==> config.mk <==
export PLATFORM = sky130hd
export DESIGN_NAME = sec_stop_clock_ctl
export DESIGN_NICKNAME = d
export VERILOG_FILES = /design/src/design/sec_pkg.sv /design/src/design/sec_stop_clock_ctl.sv
export SDC_FILE = /design/constraint.sdc
export NUM_CORES = 1
export LEC_CHECK = 0
export BUFFER_PORTS_ARGS = -buffer_cell sky130_fd_sc_hd__buf_2
export CORE_MARGIN = 1.5
export CORE_UTILIZATION = 49
export CTS_CLUSTER_DIAMETER = 100
export DETAILED_ROUTE_END_ITERATION = 16
export PLACE_DENSITY = 0.78
export SETUP_SLACK_MARGIN = 0.1
export SLEW_MARGIN = 10
export SYNTH_ARGS = -nofsm -noshare
export SYNTH_HDL_FRONTEND = slang
export SYNTH_SLANG_ARGS = --single-unit
==> constraint.sdc <==
create_clock -name sys_clk -period 12.6 [get_ports sys_clk]
set_input_delay 1.26 -clock sys_clk [delete_from_list [all_inputs] [get_ports sys_clk]]
set_output_delay 1.26 -clock sys_clk [all_outputs]
set_load 0.03 [all_outputs]
==> src/design/sec_pkg.sv <==
// Package with register map, field positions, reset values and timing constants.
package sec_pkg;

  // Register byte offsets on the AXI4-Lite slave.
  localparam logic [7:0] OFS_CTRL = 8'h00;
  localparam logic [7:0] OFS_SEE = 8'h04;
  localparam logic [7:0] OFS_SMI_EN = 8'h08;
  localparam logic [7:0] OFS_IDLE_INIT = 8'h0c;
  localparam logic [7:0] OFS_HALT_LOW = 8'h10;
  localparam logic [7:0] OFS_STATUS = 8'h14;
  localparam logic [7:0] OFS_INT_STAT = 8'h18;
  localparam logic [7:0] OFS_INT_MASK = 8'h1c;

  // Control register field positions.
  localparam int CTRL_HALT_EN = 0;
  localparam int CTRL_HALT_START = 1;
  localparam int CTRL_IDLE_SMI_EN = 2;
  localparam int CTRL_SMI_VIA_PIC = 3;
  localparam int CTRL_GRANT_WAIT_SEL = 6;
  localparam int CTRL_GATE = 8;

  // Status register field positions.
  localparam int STAT_HALT = 8;
  localparam int STAT_GRANT = 9;
  localparam int STAT_MGMT = 10;

  // Interrupt status bits.
  localparam int INT_SYS_EVENT = 0;
  localparam int INT_IDLE_EXP = 1;
  localparam int INT_HALT_REL = 2;

  // The 14 interrupt request inputs that exist; bits 0 and 2 have no pin.
  localparam logic [15:0] IRQ_PRESENT = 16'hfffa;

  // Reset values.
  localparam logic [7:0] IDLE_INIT_RST = 8'hff;
  localparam logic [7:0] HALT_LOW_RST = 8'h01;

  // AXI responses.
  localparam logic [1:0] RESP_OKAY = 2'h0;
  localparam logic [1:0] RESP_SLVERR = 2'h2;

  // Timing: clock, halt timer tick and idle timer tick.
  localparam longint CLK_HZ = 100000000;
  localparam int SCALE_TICK_NS = 32000;
  localparam int SCALE_TICK_CYC = (SCALE_TICK_NS + 9) / 10;
  localparam longint IDLE_TICK_S = 60;
  localparam longint IDLE_TICK_CYC = IDLE_TICK_S * CLK_HZ;

  // Halt controller states, one-hot.
  typedef enum logic [2:0] {
    ST_RUN = 3'b001,
    ST_WAIT = 3'b010,
    ST_LOW = 3'b100
  } sec_state_t;

  // Software configuration carried as one group.
  typedef struct packed {
    logic halt_en;
    logic idle_smi_en;
    logic smi_via_pic;
    logic grant_wait_sel;
    logic [15:0] sys_event_enable;
    logic [15:0] smi_en;
    logic [7:0] idle_init;
    logic [7:0] halt_low;
    logic [2:0] int_mask;
  } sec_cfg_t;

endpackage

==> src/design/sec_stop_clock_ctl.sv <==
// System event detection, idle timer, management interrupt gate and halt-clock control.
// What this block does
// - With grant wait select at 0 the block acts on the first halt grant, then releases the halt on timer expiry or a break event.
// - An interrupt enabled to raise a management interrupt stays blocked while the gate bit is set, whatever its routing.
// - Each of the 14 interrupt inputs can raise a system event, enabled by its own bit of the 16-bit enable field.
// - An enabled interrupt event reloads the idle timer and, once the halt timer is running, releases the halt-clock output.
// - Enabled interrupt inputs are sampled as level-sensitive, active-high signals.
// - Management interrupts leave through the dedicated output or the interrupt controller path, chosen by software.
// - The idle timer counts down one per minute from its start value, may raise a management interrupt at zero, and reloads on every system event.
// - The management interrupt stays asserted until the handler clears the gate bit, whatever the halt state.
//
// The address map and the AXI4-Lite register port were chosen for this implementation.
`timescale 1ns/1ps
module sec_stop_clock_ctl
  import sec_pkg::*;
#(
  parameter longint MINUTE_CYCLES = sec_pkg::IDLE_TICK_CYC
) (
  input wire logic sys_clk,
  input wire logic reset,
  input wire logic [15:0] irq_pins,
  input wire logic halt_grant_cycle,
  input wire logic break_event,
  output logic cpu_halt_clk_n,
  output logic mgmt_irq_n,
  output logic mgmt_irq_pic,
  output logic irq,
  input wire logic [7:0] s_axi_awaddr,
  input wire logic s_axi_awvalid,
  output logic s_axi_awready,
  input wire logic [31:0] s_axi_wdata,
  input wire logic [3:0] s_axi_wstrb,
  input wire logic s_axi_wvalid,
  output logic s_axi_wready,
  output logic [1:0] s_axi_bresp,
  output logic s_axi_bvalid,
  input wire logic s_axi_bready,
  input wire logic [7:0] s_axi_araddr,
  input wire logic s_axi_arvalid,
  output logic s_axi_arready,
  output logic [31:0] s_axi_rdata,
  output logic [1:0] s_axi_rresp,
  output logic s_axi_rvalid,
  input wire logic s_axi_rready
);
  import sec_pkg::*;

  // Two-flop synchronisers on the asynchronous interrupt pins; only stage two is read.
  logic [15:0] irq_meta_ff;
  logic [15:0] irq_sync_ff;
  genvar gi;
  generate
    for (gi = 0; gi < 16; gi++) begin : g_sync
      always_ff @(posedge sys_clk or posedge reset) begin
        if (reset) begin
          irq_meta_ff[gi] <= 1'b0;
          irq_sync_ff[gi] <= 1'b0;
        end else begin
          irq_meta_ff[gi] <= irq_pins[gi];
          irq_sync_ff[gi] <= irq_meta_ff[gi];
        end
      end
    end
  endgenerate

  // State registers.
  sec_cfg_t cfg_ff, nxt_cfg;
  sec_state_t st_ff, nxt_st;
  logic [7:0] idle_cnt_ff, nxt_idle_cnt;
  logic [7:0] halt_cnt_ff, nxt_halt_cnt;
  logic [33:0] min_div_ff, nxt_min_div;
  logic [11:0] scl_div_ff, nxt_scl_div;
  logic gate_ff, nxt_gate;
  logic grant_seen_ff, nxt_grant_seen;
  logic [2:0] int_stat_ff, nxt_int_stat;
  logic aw_have_ff, nxt_aw_have;
  logic w_have_ff, nxt_w_have;
  logic [7:0] aw_addr_ff, nxt_aw_addr;
  logic [31:0] wdata_ff, nxt_wdata;
  logic [3:0] wstrb_ff, nxt_wstrb;
  logic bvalid_ff, nxt_bvalid;
  logic [1:0] bresp_ff, nxt_bresp;
  logic rvalid_ff, nxt_rvalid;
  logic [1:0] rresp_ff, nxt_rresp;
  logic [31:0] rdata_ff, nxt_rdata;

  // Decoded helpers.
  logic [15:0] irq_live;
  logic [15:0] irq_blocked;
  logic sys_event;
  logic minute_tick;
  logic scale_tick;
  logic do_wr;
  logic [31:0] wmask;
  logic [31:0] wv;
  logic gate_clr_wr;
  logic init_wr;
  logic idle_expire;
  logic smi_irq_event;
  logic halt_release;

  // Bus handshakes are combinational; one write and one read in flight at most.
  assign s_axi_awready = !aw_have_ff && !bvalid_ff;
  assign s_axi_wready = !w_have_ff && !bvalid_ff;
  assign s_axi_arready = !rvalid_ff;
  assign s_axi_bvalid = bvalid_ff;
  assign s_axi_bresp = bresp_ff;
  assign s_axi_rvalid = rvalid_ff;
  assign s_axi_rresp = rresp_ff;
  assign s_axi_rdata = rdata_ff;
  assign cpu_halt_clk_n = !(st_ff != ST_RUN);
  // The gate flop itself is the interrupt, so it holds until software clears it.
  assign mgmt_irq_n = !(gate_ff && !cfg_ff.smi_via_pic);
  assign mgmt_irq_pic = gate_ff && cfg_ff.smi_via_pic;
  assign irq = |(int_stat_ff & cfg_ff.int_mask);

  // Level-sensitive event detection with the gate blocking SMI-enabled inputs.
  always_comb begin
    irq_blocked = cfg_ff.smi_en & {16{gate_ff}};
    irq_live = irq_sync_ff & cfg_ff.sys_event_enable & IRQ_PRESENT & ~irq_blocked;
    sys_event = |irq_live;
    smi_irq_event = |(irq_live & cfg_ff.smi_en);
    minute_tick = (min_div_ff == 34'(MINUTE_CYCLES - 1));
    scale_tick = (scl_div_ff == 12'(SCALE_TICK_CYC - 1));
    do_wr = aw_have_ff && w_have_ff && !bvalid_ff;
    for (int b = 0; b < 4; b++) begin
      wmask[8*b +: 8] = {8{wstrb_ff[b]}};
    end
    wv = wdata_ff & wmask;
    gate_clr_wr = do_wr && aw_addr_ff == OFS_CTRL && wmask[CTRL_GATE] && !wv[CTRL_GATE];
    init_wr = do_wr && aw_addr_ff == OFS_IDLE_INIT && wstrb_ff[0];
  end

  // Next-state logic for registers, timers, halt controller and bus.
  always_comb begin
    nxt_cfg = cfg_ff;
    nxt_st = st_ff;
    nxt_idle_cnt = idle_cnt_ff;
    nxt_halt_cnt = halt_cnt_ff;
    nxt_min_div = minute_tick ? 34'h0 : min_div_ff + 34'h1;
    nxt_scl_div = scale_tick ? 12'h0 : scl_div_ff + 12'h1;
    nxt_gate = gate_ff;
    nxt_grant_seen = grant_seen_ff;
    nxt_int_stat = int_stat_ff;
    nxt_aw_have = aw_have_ff;
    nxt_w_have = w_have_ff;
    nxt_aw_addr = aw_addr_ff;
    nxt_wdata = wdata_ff;
    nxt_wstrb = wstrb_ff;
    nxt_bvalid = bvalid_ff;
    nxt_bresp = bresp_ff;
    nxt_rvalid = rvalid_ff;
    nxt_rresp = rresp_ff;
    nxt_rdata = rdata_ff;
    idle_expire = 1'b0;
    halt_release = 1'b0;

    // Capture address and data in either order.
    if (s_axi_awvalid && s_axi_awready) begin
      nxt_aw_have = 1'b1;
      nxt_aw_addr = s_axi_awaddr;
    end
    if (s_axi_wvalid && s_axi_wready) begin
      nxt_w_have = 1'b1;
      nxt_wdata = s_axi_wdata;
      nxt_wstrb = s_axi_wstrb;
    end
    if (s_axi_bvalid && s_axi_bready) begin
      nxt_bvalid = 1'b0;
    end
    // Register writes; strobes mask each byte lane.
    if (do_wr) begin
      nxt_aw_have = 1'b0;
      nxt_w_have = 1'b0;
      nxt_bvalid = 1'b1;
      nxt_bresp = RESP_OKAY;
      case (aw_addr_ff)
        OFS_CTRL: begin
          if (wstrb_ff[0]) begin
            nxt_cfg.halt_en = wv[CTRL_HALT_EN];
            nxt_cfg.idle_smi_en = wv[CTRL_IDLE_SMI_EN];
            nxt_cfg.smi_via_pic = wv[CTRL_SMI_VIA_PIC];
            nxt_cfg.grant_wait_sel = wv[CTRL_GRANT_WAIT_SEL];
          end
        end
        OFS_SEE: nxt_cfg.sys_event_enable = (cfg_ff.sys_event_enable & ~wmask[15:0]) | wv[15:0];
        OFS_SMI_EN: nxt_cfg.smi_en = (cfg_ff.smi_en & ~wmask[15:0]) | wv[15:0];
        OFS_IDLE_INIT: nxt_cfg.idle_init = wstrb_ff[0] ? wv[7:0] : cfg_ff.idle_init;
        OFS_HALT_LOW: nxt_cfg.halt_low = wstrb_ff[0] ? wv[7:0] : cfg_ff.halt_low;
        OFS_STATUS: nxt_bresp = RESP_OKAY;
        OFS_INT_STAT: nxt_int_stat = int_stat_ff & ~wv[2:0];
        OFS_INT_MASK: nxt_cfg.int_mask = wstrb_ff[0] ? wv[2:0] : cfg_ff.int_mask;
        default: nxt_bresp = RESP_SLVERR;
      endcase
    end

    // Idle timer: one count per minute, reloaded by every system event.
    if (sys_event || init_wr) begin
      nxt_idle_cnt = init_wr ? wv[7:0] : cfg_ff.idle_init;
    end else if (minute_tick && idle_cnt_ff != 8'h00) begin
      nxt_idle_cnt = idle_cnt_ff - 8'h01;
      idle_expire = (idle_cnt_ff == 8'h01);
    end

    // Gate set by a management event, cleared only by the handler; a set wins the clear.
    if (gate_clr_wr) begin
      nxt_gate = 1'b0;
    end
    if ((idle_expire && cfg_ff.idle_smi_en) || smi_irq_event) begin
      nxt_gate = 1'b1;
    end

    // Halt controller. Breaks before the grant are held off in the wait state (grant wait select at 0) so the processor is not left halted.
    case (st_ff)
      ST_RUN: begin
        nxt_grant_seen = 1'b0;
        if (do_wr && aw_addr_ff == OFS_CTRL && wv[CTRL_HALT_START] && nxt_cfg.halt_en) begin
          nxt_halt_cnt = cfg_ff.halt_low;
          nxt_st = nxt_cfg.grant_wait_sel ? ST_LOW : ST_WAIT;
        end
      end
      ST_WAIT: begin
        if (!cfg_ff.halt_en) begin
          nxt_st = ST_RUN;
          halt_release = 1'b1;
        end else if (halt_grant_cycle) begin
          nxt_grant_seen = 1'b1;
          nxt_st = ST_LOW;
        end
      end
      ST_LOW: begin
        if (halt_grant_cycle) begin
          nxt_grant_seen = 1'b1;
        end
        if (!cfg_ff.halt_en || break_event || sys_event) begin
          nxt_st = ST_RUN;
          halt_release = 1'b1;
        end else if (scale_tick) begin
          if (halt_cnt_ff <= 8'h01) begin
            nxt_st = ST_RUN;
            halt_release = 1'b1;
          end else begin
            nxt_halt_cnt = halt_cnt_ff - 8'h01;
          end
        end
      end
      default: nxt_st = ST_RUN;
    endcase

    // Sticky interrupt status; a new event beats a simultaneous clear.
    nxt_int_stat = nxt_int_stat | {halt_release, idle_expire, sys_event};

    // Register reads, answered one cycle after the address is taken.
    if (s_axi_rvalid && s_axi_rready) begin
      nxt_rvalid = 1'b0;
    end
    if (s_axi_arvalid && s_axi_arready) begin
      nxt_rvalid = 1'b1;
      nxt_rresp = RESP_OKAY;
      nxt_rdata = 32'h0;
      case (s_axi_araddr)
        OFS_CTRL: begin
          nxt_rdata[CTRL_HALT_EN] = cfg_ff.halt_en;
          nxt_rdata[CTRL_IDLE_SMI_EN] = cfg_ff.idle_smi_en;
          nxt_rdata[CTRL_SMI_VIA_PIC] = cfg_ff.smi_via_pic;
          nxt_rdata[CTRL_GRANT_WAIT_SEL] = cfg_ff.grant_wait_sel;
          nxt_rdata[CTRL_GATE] = gate_ff;
        end
        OFS_SEE: nxt_rdata[15:0] = cfg_ff.sys_event_enable;
        OFS_SMI_EN: nxt_rdata[15:0] = cfg_ff.smi_en;
        OFS_IDLE_INIT: nxt_rdata[7:0] = cfg_ff.idle_init;
        OFS_HALT_LOW: nxt_rdata[7:0] = cfg_ff.halt_low;
        OFS_STATUS: begin
          nxt_rdata[7:0] = idle_cnt_ff;
          nxt_rdata[STAT_HALT] = (st_ff != ST_RUN);
          nxt_rdata[STAT_GRANT] = grant_seen_ff;
          nxt_rdata[STAT_MGMT] = gate_ff;
        end
        OFS_INT_STAT: nxt_rdata[2:0] = int_stat_ff;
        OFS_INT_MASK: nxt_rdata[2:0] = cfg_ff.int_mask;
        default: nxt_rresp = RESP_SLVERR;
      endcase
    end
  end

  // Register stage only.
  always_ff @(posedge sys_clk or posedge reset) begin
    if (reset) begin
      cfg_ff <= '{halt_en: 1'b0, idle_smi_en: 1'b0, smi_via_pic: 1'b0, grant_wait_sel: 1'b0,
                  sys_event_enable: 16'h0000, smi_en: 16'h0000, idle_init: IDLE_INIT_RST,
                  halt_low: HALT_LOW_RST, int_mask: 3'h0};
      st_ff <= ST_RUN;
      idle_cnt_ff <= IDLE_INIT_RST;
      halt_cnt_ff <= 8'h00;
      min_div_ff <= 34'h0;
      scl_div_ff <= 12'h0;
      gate_ff <= 1'b0;
      grant_seen_ff <= 1'b0;
      int_stat_ff <= 3'h0;
      aw_have_ff <= 1'b0;
      w_have_ff <= 1'b0;
      aw_addr_ff <= 8'h00;
      wdata_ff <= 32'h0;
      wstrb_ff <= 4'h0;
      bvalid_ff <= 1'b0;
      bresp_ff <= 2'h0;
      rvalid_ff <= 1'b0;
      rresp_ff <= 2'h0;
      rdata_ff <= 32'h0;
    end else begin
      cfg_ff <= nxt_cfg;
      st_ff <= nxt_st;
      idle_cnt_ff <= nxt_idle_cnt;
      halt_cnt_ff <= nxt_halt_cnt;
      min_div_ff <= nxt_min_div;
      scl_div_ff <= nxt_scl_div;
      gate_ff <= nxt_gate;
      grant_seen_ff <= nxt_grant_seen;
      int_stat_ff <= nxt_int_stat;
      aw_have_ff <= nxt_aw_have;
      w_have_ff <= nxt_w_have;
      aw_addr_ff <= nxt_aw_addr;
      wdata_ff <= nxt_wdata;
      wstrb_ff <= nxt_wstrb;
      bvalid_ff <= nxt_bvalid;
      bresp_ff <= nxt_bresp;
      rvalid_ff <= nxt_rvalid;
      rresp_ff <= nxt_rresp;
      rdata_ff <= nxt_rdata;
    end
  end
endmodule

==> impl_results.md, run 1 <==
- Count of flip-flops with a built-in enable after synthesis: 0
- Top post-synthesis cells by area: dfrtp_1 49%, mux2_2 9.1%, dfstp_2 5.0%
- Worst setup EP type: primary output
- Synth Area in Simple Gates: 0.1727
- Setup slack at placement: around 9.3 ns
- WP data arrival: 1.85 ns
- Setup WS post-layout: 9.490 ns
- # fillers: between 1,500 and 2,000
- Post-synthesis cell area: ~9400 µm²
- Placed insts: approximately 1,100
- Largest net degree at the start of global routing: 132
- Routability cong.: 0.8959
- Final net count: 998
- Fmax: 321.6 MHz
- Synth Warn #: 0
- Post-DRT Antenna Nets: 0
- Drt first pass iters: 5
- Width of the chip: 141.6 µm
- Initial DRC Count: approximately 650
- RSZ-0062 raised after global routing: false
- Final period util: 0.2468
- Die ar.: 20,040 µm²
- Crit Path Max Fanout: 4
- Fraction of the mapped netlist area in compound gates: 0.08922
- Post-synthesis xor/xnor area fraction: 0.04095
- Initial Util: 0.5014
- Slew at the pin closest to its max-slew limit: 1.060 ns
- VDD IR max: around 130 µV
- TritonCTS clock tree: built
- Share of the yosys chip area belonging to registers: 0.5369
- Gate Count Post-Synth: 833
- Vias in the first global route: 6,747
- Most frequent cells in the layout: 183 x dfrtp_1, 83 x buf_2, 79 x nand2_1
- First-pass GRT wire length: 34,930 µm
- Post-DP HPWL: 14,770 µm
- Setup violations, final: 0
- Ys async rst share: 1.000
- Clock root buffer master: clkbuf_16
- Die H: 141.6 µm
- Post-synthesis mux area share: 0.1129
- Max Slew Vio Count: 0
- CTS Sinks: about 200
- Layout cells sized above 1: 0.2667
- Htree depth: 1
- Top FF cell, synth: dfrtp_1
- Largest area contributor in the netlist: dfrtp_1
- Post-route insts no fill: 1,164
- Clock latency on the worst-skew pair: 0.52 ns
- Initial antenna violation count: 0
- Layout area overhead: 14.09%
- Total of cells resized after clock tree synthesis: 0
- Req. time, crit path: roughly 11 ns
- Power, Total: 1.879 mW
- DRC Markers: 0
- #FFs+latches synth: 201
- Sum of negative setup slack: 0 ns
- Post-Route Utilization: 0.5721
- Hold_buf cts: 0
- Final wirelength: 21,360 µm
- Worst setup SP type: flip-flop
- Largest family of logic cells by synthesized area: simple AND/OR/NAND/NOR gates
- Hold Vio Cnt, Final: 0
- IO Port Bufs: 83
- Via count: 6,803
- # rows: 50
- CTS Buffer Depth: 3
- Lkg Pwr: 4.918 nW
- PD cells: 175.0 nW/µm²
- Post-CTS setup buffer count: 0
- Mean Syn Cell Area: 11.30 µm²
- Critical path type: reg2out
- Slew HR: 0.2935
- Distinct cell type count after synthesis: 84
- Gr ovfl total: 0
- Tot GR Track Use: 0.2183
- CORE AREA: 18,770 µm²
- Yosys top cell area share: 0.4866
- ANT cells: 0
- Minimum clock period: 3.110 ns
- Max-Cap Viols: 0
- HP Class: reg2reg
- TritonCTS buffer count: 23
- Post-Synth Adder-Cell Area: 0.009307
- Clock skew: 0.02588 ns
- Worst-path clk slew: 0.07 ns
- Via density: 5.845
- WL/cell: 18.35 µm
- Status: finished, final reports clean
- Most common cell after layout, fill and taps aside: dfrtp_1
- I/O Pins: 122
==> power by group <==
group	leakage, nW	internal [mW]	switching [mW]
clock network	0.395	0.432	0.267
logic	1.98	0.142	0.179
registers	2.54	0.743	0.116
total	4.92	1.32	0.562
==> layer usage <==
| layer | vias up | track usage | share of wire |
|---|---|---|---|
| met4 | 0 | 0.05860 | 0.019 |
| met2 | 261 | 0.3384 | 0.46 |
| met5 | - | 0 | 0 |
| li1 | 3120 | - | - |
| met1 | 3388 | 0.3179 | 0.44 |
| met3 | 34 | 0.04016 | 0.081 |
==> cells in the mapped netlist, drive strengths merged (7+ instances only) <==
cell,count
dfrtp,183
mux2,82
nand2,82
nor2,59
nand3,55
o21ai,34
buf,29
xnor2,25
inv,20
xor2,19
and2,18
dfstp,18
nand4,18
clkbuf,17
nor3,16
a21oi,13
and3,10
mux2i,9
a222oi,7
a22oi,7
ha,7
nand2b,7
nor4,7
==> worst max-delay path: stages (launching register included) <==
cell and delay, ns:
dfstp_2 0.55, nand2b_1 0.07, or2_2 0.33, inv_1 0.16, buf_2 0.23
==> stage by stage <==
| stage | hold slack, ns | cell area, µm² |
|---|---|---|
| floorplan | 0.3312 | 9474 |
| global placement | 0.3334 | 9931 |
| detailed placement | 0.3347 | 9931 |
| CTS | 0.3488 | 10740 |
| global route | 0.3513 | 10740 |
| finish | 0.3474 | 10740 |
==> final timing paths <==
| kind | endpoint | from | cells past startpoint | slack (ns) |
|---|---|---|---|---|
| min in group asynchronous | scl_div_ff[2]$_DFF_PP0_ | reset | 2 | 0.88 |
| worst min register to register | irq_sync_ff[1]$_DFF_PP0_ | irq_meta_ff[1]$_DFF_PP0_ | 0 | 0.35 |
| worst min-delay path | irq_sync_ff[1]$_DFF_PP0_ | irq_meta_ff[1]$_DFF_PP0_ | 0 | 0.35 |
| worst max-delay path | cpu_halt_clk_n | st_ff[0]$_DFFE_PP1P_ | 4 | 9.49 |
| max in group asynchronous | aw_addr_ff[0]$_DFFE_PP0P_ | reset | 3 | 10.18 |
| worst max register to register | halt_cnt_ff[7]$_DFFE_PP0P_ | gate_ff$_DFFE_PP0P_ | 6 | 9.84 |
==> cells by family (layout without fill, tap and decap cells) <==
kind of cell / Yosys count / after routing
other cells: 1 / 18
flops: 201 / 201
fa+ha+maj: 7 / 7
buf+inv: 66 / 146
compound gates: 116 / 116
xor+xnor: 44 / 44
simple gates: 305 / 305
mux: 93 / 93
==> area by class of cell <==
cell class / instances / area [µm²] / area share
Sequential cell: 201 / 5052 / 0.4706
Multi-Input combinational cell: 583 / 4073 / 0.3793
Inverter: 20 / 82.58 / 0.007691
Clock inverter: 13 / 191.4 / 0.01783
Clock buffer: 28 / 614.3 / 0.05722
Tap cell: 234 / 292.8 / 0.02727
Timing Repair Buffer: 85 / 430.4 / 0.04009
Note: power is estimated with default switching activity, not from simulation.
==> run 2: changes to the inputs <==
==> constraint.sdc (replaced) <==
create_clock -name sys_clk -period 3.2 [get_ports sys_clk]
set_input_delay 0.32 -clock sys_clk [delete_from_list [all_inputs] [get_ports sys_clk]]
set_output_delay 0.32 -clock sys_clk [all_outputs]
set_load 0.03 [all_outputs]
==> run 2 against run 1 <==
Final cell count grew 2.1%. Power grew to 3.9 times the previous value. Sequential power grew to 3.9 times the previous value. Worst hold slack lost 0.33 ns. Global-route usage grew 0.18 points. Sequential share of layout area shrank 1.1 points. Critical endpoint is now halt_cnt_ff[4]$_DFFE_PP0P_. Largest cell class unchanged.
==> impl_results.md, run 2 (same netlist as run 1, synthesis figures left out) <==
- Status: finished, final reports clean (unchanged)
- Critical Path Slowest Stage Cell: nor3_2 (was dfstp_2)
- IO Port Bufs: 83 (unchanged)
- Post-DP HPWL: 15,320 µm (was 14,770 µm)
- Gr ovfl total: 0 (unchanged)
- Final net count: 1,022 (was 998)
- Hold Vio Cnt, Final: 0 (unchanged)
- Initial Util: 0.5014 (unchanged)
- Layout cells sized above 1: 0.2652 (was 0.2667)
- Width of the chip: 141.6 µm (unchanged)
- Drt first pass iters: 5 (unchanged)
- Slew at the pin closest to its max-slew limit: 1.031 ns (was 1.060 ns)
- Vias in the first global route: 6,553 (was 6,747)
- ANT cells: 0 (unchanged)
- Power, Total: 7.407 mW (was 1.879 mW)
- Final non-filler cell area: 10,990 µm² (was 10,740 µm²)
- Largest net degree at the start of global routing: 65 (was 132)
- Routability cong.: 0.9109 (was 0.8959)
- RSZ-0062 raised after global routing: false (unchanged)
- First-pass GRT wire length: 35,050 µm (was 34,930 µm)
- Most common cell after layout, fill and taps aside: dfrtp_1 (unchanged)
- Most frequent cells in the layout: 183 x dfrtp_1, 83 x buf_2, 79 x nand2_1 (unchanged)
- Max-Cap Viols: 0 (unchanged)
- Final period util: 0.7687
- Final wirelength: 21,710 µm (was 21,360 µm)
- # rows: 50 (unchanged)
- Worst setup SP type: flip-flop (unchanged)
- Worst setup EP type: flip-flop (was primary output)
- Via count: 6,890 (was 6,803)
- Placed instance area: 10,020 µm² (was 9931 µm²)
- VDD IR max: 579.8 µV (was 131.0 µV)
- Post-DRT Antenna Nets: 0 (unchanged)
- Placed insts: 1,131 (was 1,123)
- Layout area overhead: 16.77% (was 14.09%)
- DRC Markers: 0 (unchanged)
- Req. time, crit path: 3.57 ns (was 11.34 ns)
- Slowest cell delay on critical path: 0.54 ns (was 0.55 ns)
- I/O Pins: 122 (unchanged)
- TritonCTS buffer count: 22 (was 23)
- Worst hold margin: 0.02065 ns (was 0.3474 ns)
- TritonCTS clock tree: built (unchanged)
- Top Family by Delay on Critical Path: simple AND/OR/NAND/NOR gates (was flip-flops)
- Worst-path clk slew: 0.06 ns (was 0.07 ns)
- PD cells: 674.1 nW/µm² (was 175.0 nW/µm²)
- CORE AREA: 18,770 µm² (unchanged)
- Tot GR Track Use: 0.2202 (was 0.2183)
- CTS Sinks: 201 (unchanged)
- Crit Path Max Fanout: 8 (was 4)
- HP Class: in2reg (was reg2reg)
- WP data arrival: 2.83 ns (was 1.85 ns)
- Via density: 5.800 (was 5.845)
- Slew HR: 0.3125 (was 0.2935)
- Post-route insts no fill: 1,188 (was 1,164)
- Minimum clock period: ~2.5 ns
- WL/cell: 18.28 µm (was 18.35 µm)
- Setup violations, final: 0 (unchanged)
- Clock latency on the worst-skew pair: 0.53 ns (was 0.52 ns)
- Initial DRC Count: 659 (was 652)
- Htree depth: 1 (unchanged)
- Clock skew: 0.02652 ns (was 0.02588 ns)
- CTS Buffer Depth: 3 (unchanged)
- Cell Chain, Critical Path: and3b_1, nand4_2, nor3_2, nor2_1, a311o_1, o311ai_0 (was nand2b_1, or2_2, inv_1, buf_2)
- Buf/Inv on CP: 0 (was 2)
- Max Slew Vio Count: 0 (unchanged)
- Post-CTS setup buffer count: 0 (unchanged)
- Clock root buffer master: clkbuf_16 (unchanged)
- Sum of negative setup slack: 0 ns (unchanged)
- Fmax: between 400 and 500 MHz
- Critical path type: reg2reg (was reg2out)
- Die H: 141.6 µm (unchanged)
- Lkg Pwr: 5.027 nW (was 4.918 nW)
- Initial antenna violation count: 0 (unchanged)
- Die ar.: 20,040 µm² (unchanged)
## run 2: area by class of cell
type	instances	area, µm²
repair buffers	110	698.2
flip-flops and latches	201	5052
fillers	1524	7780
inverters	20	78.83
clock buffers	29	606.8
clock inverters	11	191.4
well taps	234	292.8
multi-input cells	583	4068
## run 2: metrics by stage
step	util	setup slack (ns)
after floorplan	-	0.2924
after global placement	0.5339	0.8584
after detailed placement	0.5339	0.8077
after CTS	0.5855	0.7775
after global routing	0.5855	0.6569
final	0.5855	0.7403
## run 2: what timing repair did
| action | 4_1_cts | 5_1_grt |
|---|---|---|
| setup endpoints to repair | 0 | 0 |
| gates resized for setup | 0 | 0 |
| endpoints found under the hold margin | 41 | 0 |
| hold buffers | 17 | 0 |
## run 2: power breakdown
part	switching (mW)	leakage (nW)	internal [mW]
sequential	0.448	2.54	2.92
combinational	0.722	2.10	0.588
clock	1.05	0.383	1.68
## run 2: worst reg2reg max path, cell delays in order (launching register included)
cell	delay (ns)
dfrtp_1	0.41
and3b_1	0.41
nand4_2	0.36
nor3_2	0.55
nor2_1	0.11
a311o_1	0.34
o311ai_0	0.12
## run 2: final timing paths
check                                         startpoint                          to  slack [ns]  cells past startpoint
worst max-delay path            s_axi_bvalid$_DFFE_PP0P_  halt_cnt_ff[4]$_DFFE_PP0P_        0.74                      6
worst min-delay path                      s_axi_wdata[7]     wdata_ff[7]$_DFFE_PP0P_        0.02                      2
worst max register to register  s_axi_bvalid$_DFFE_PP0P_  halt_cnt_ff[4]$_DFFE_PP0P_        0.74                      6
worst min register to register  irq_meta_ff[7]$_DFF_PP0_    irq_sync_ff[7]$_DFF_PP0_        0.35                      0
max in group asynchronous                          reset        st_ff[0]$_DFFE_PP1P_        1.94                      4
min in group asynchronous                          reset     min_div_ff[1]$_DFF_PP0_        0.46                      3
## run 2: routing by layer
layer  GRT usage  vias up  share of wire
met1      0.3192     3368           0.43
met5           0        -              0
met4     0.06294        0          0.020
met3     0.03982       36          0.085
met2      0.3407      313           0.46
li1            -     3173              -
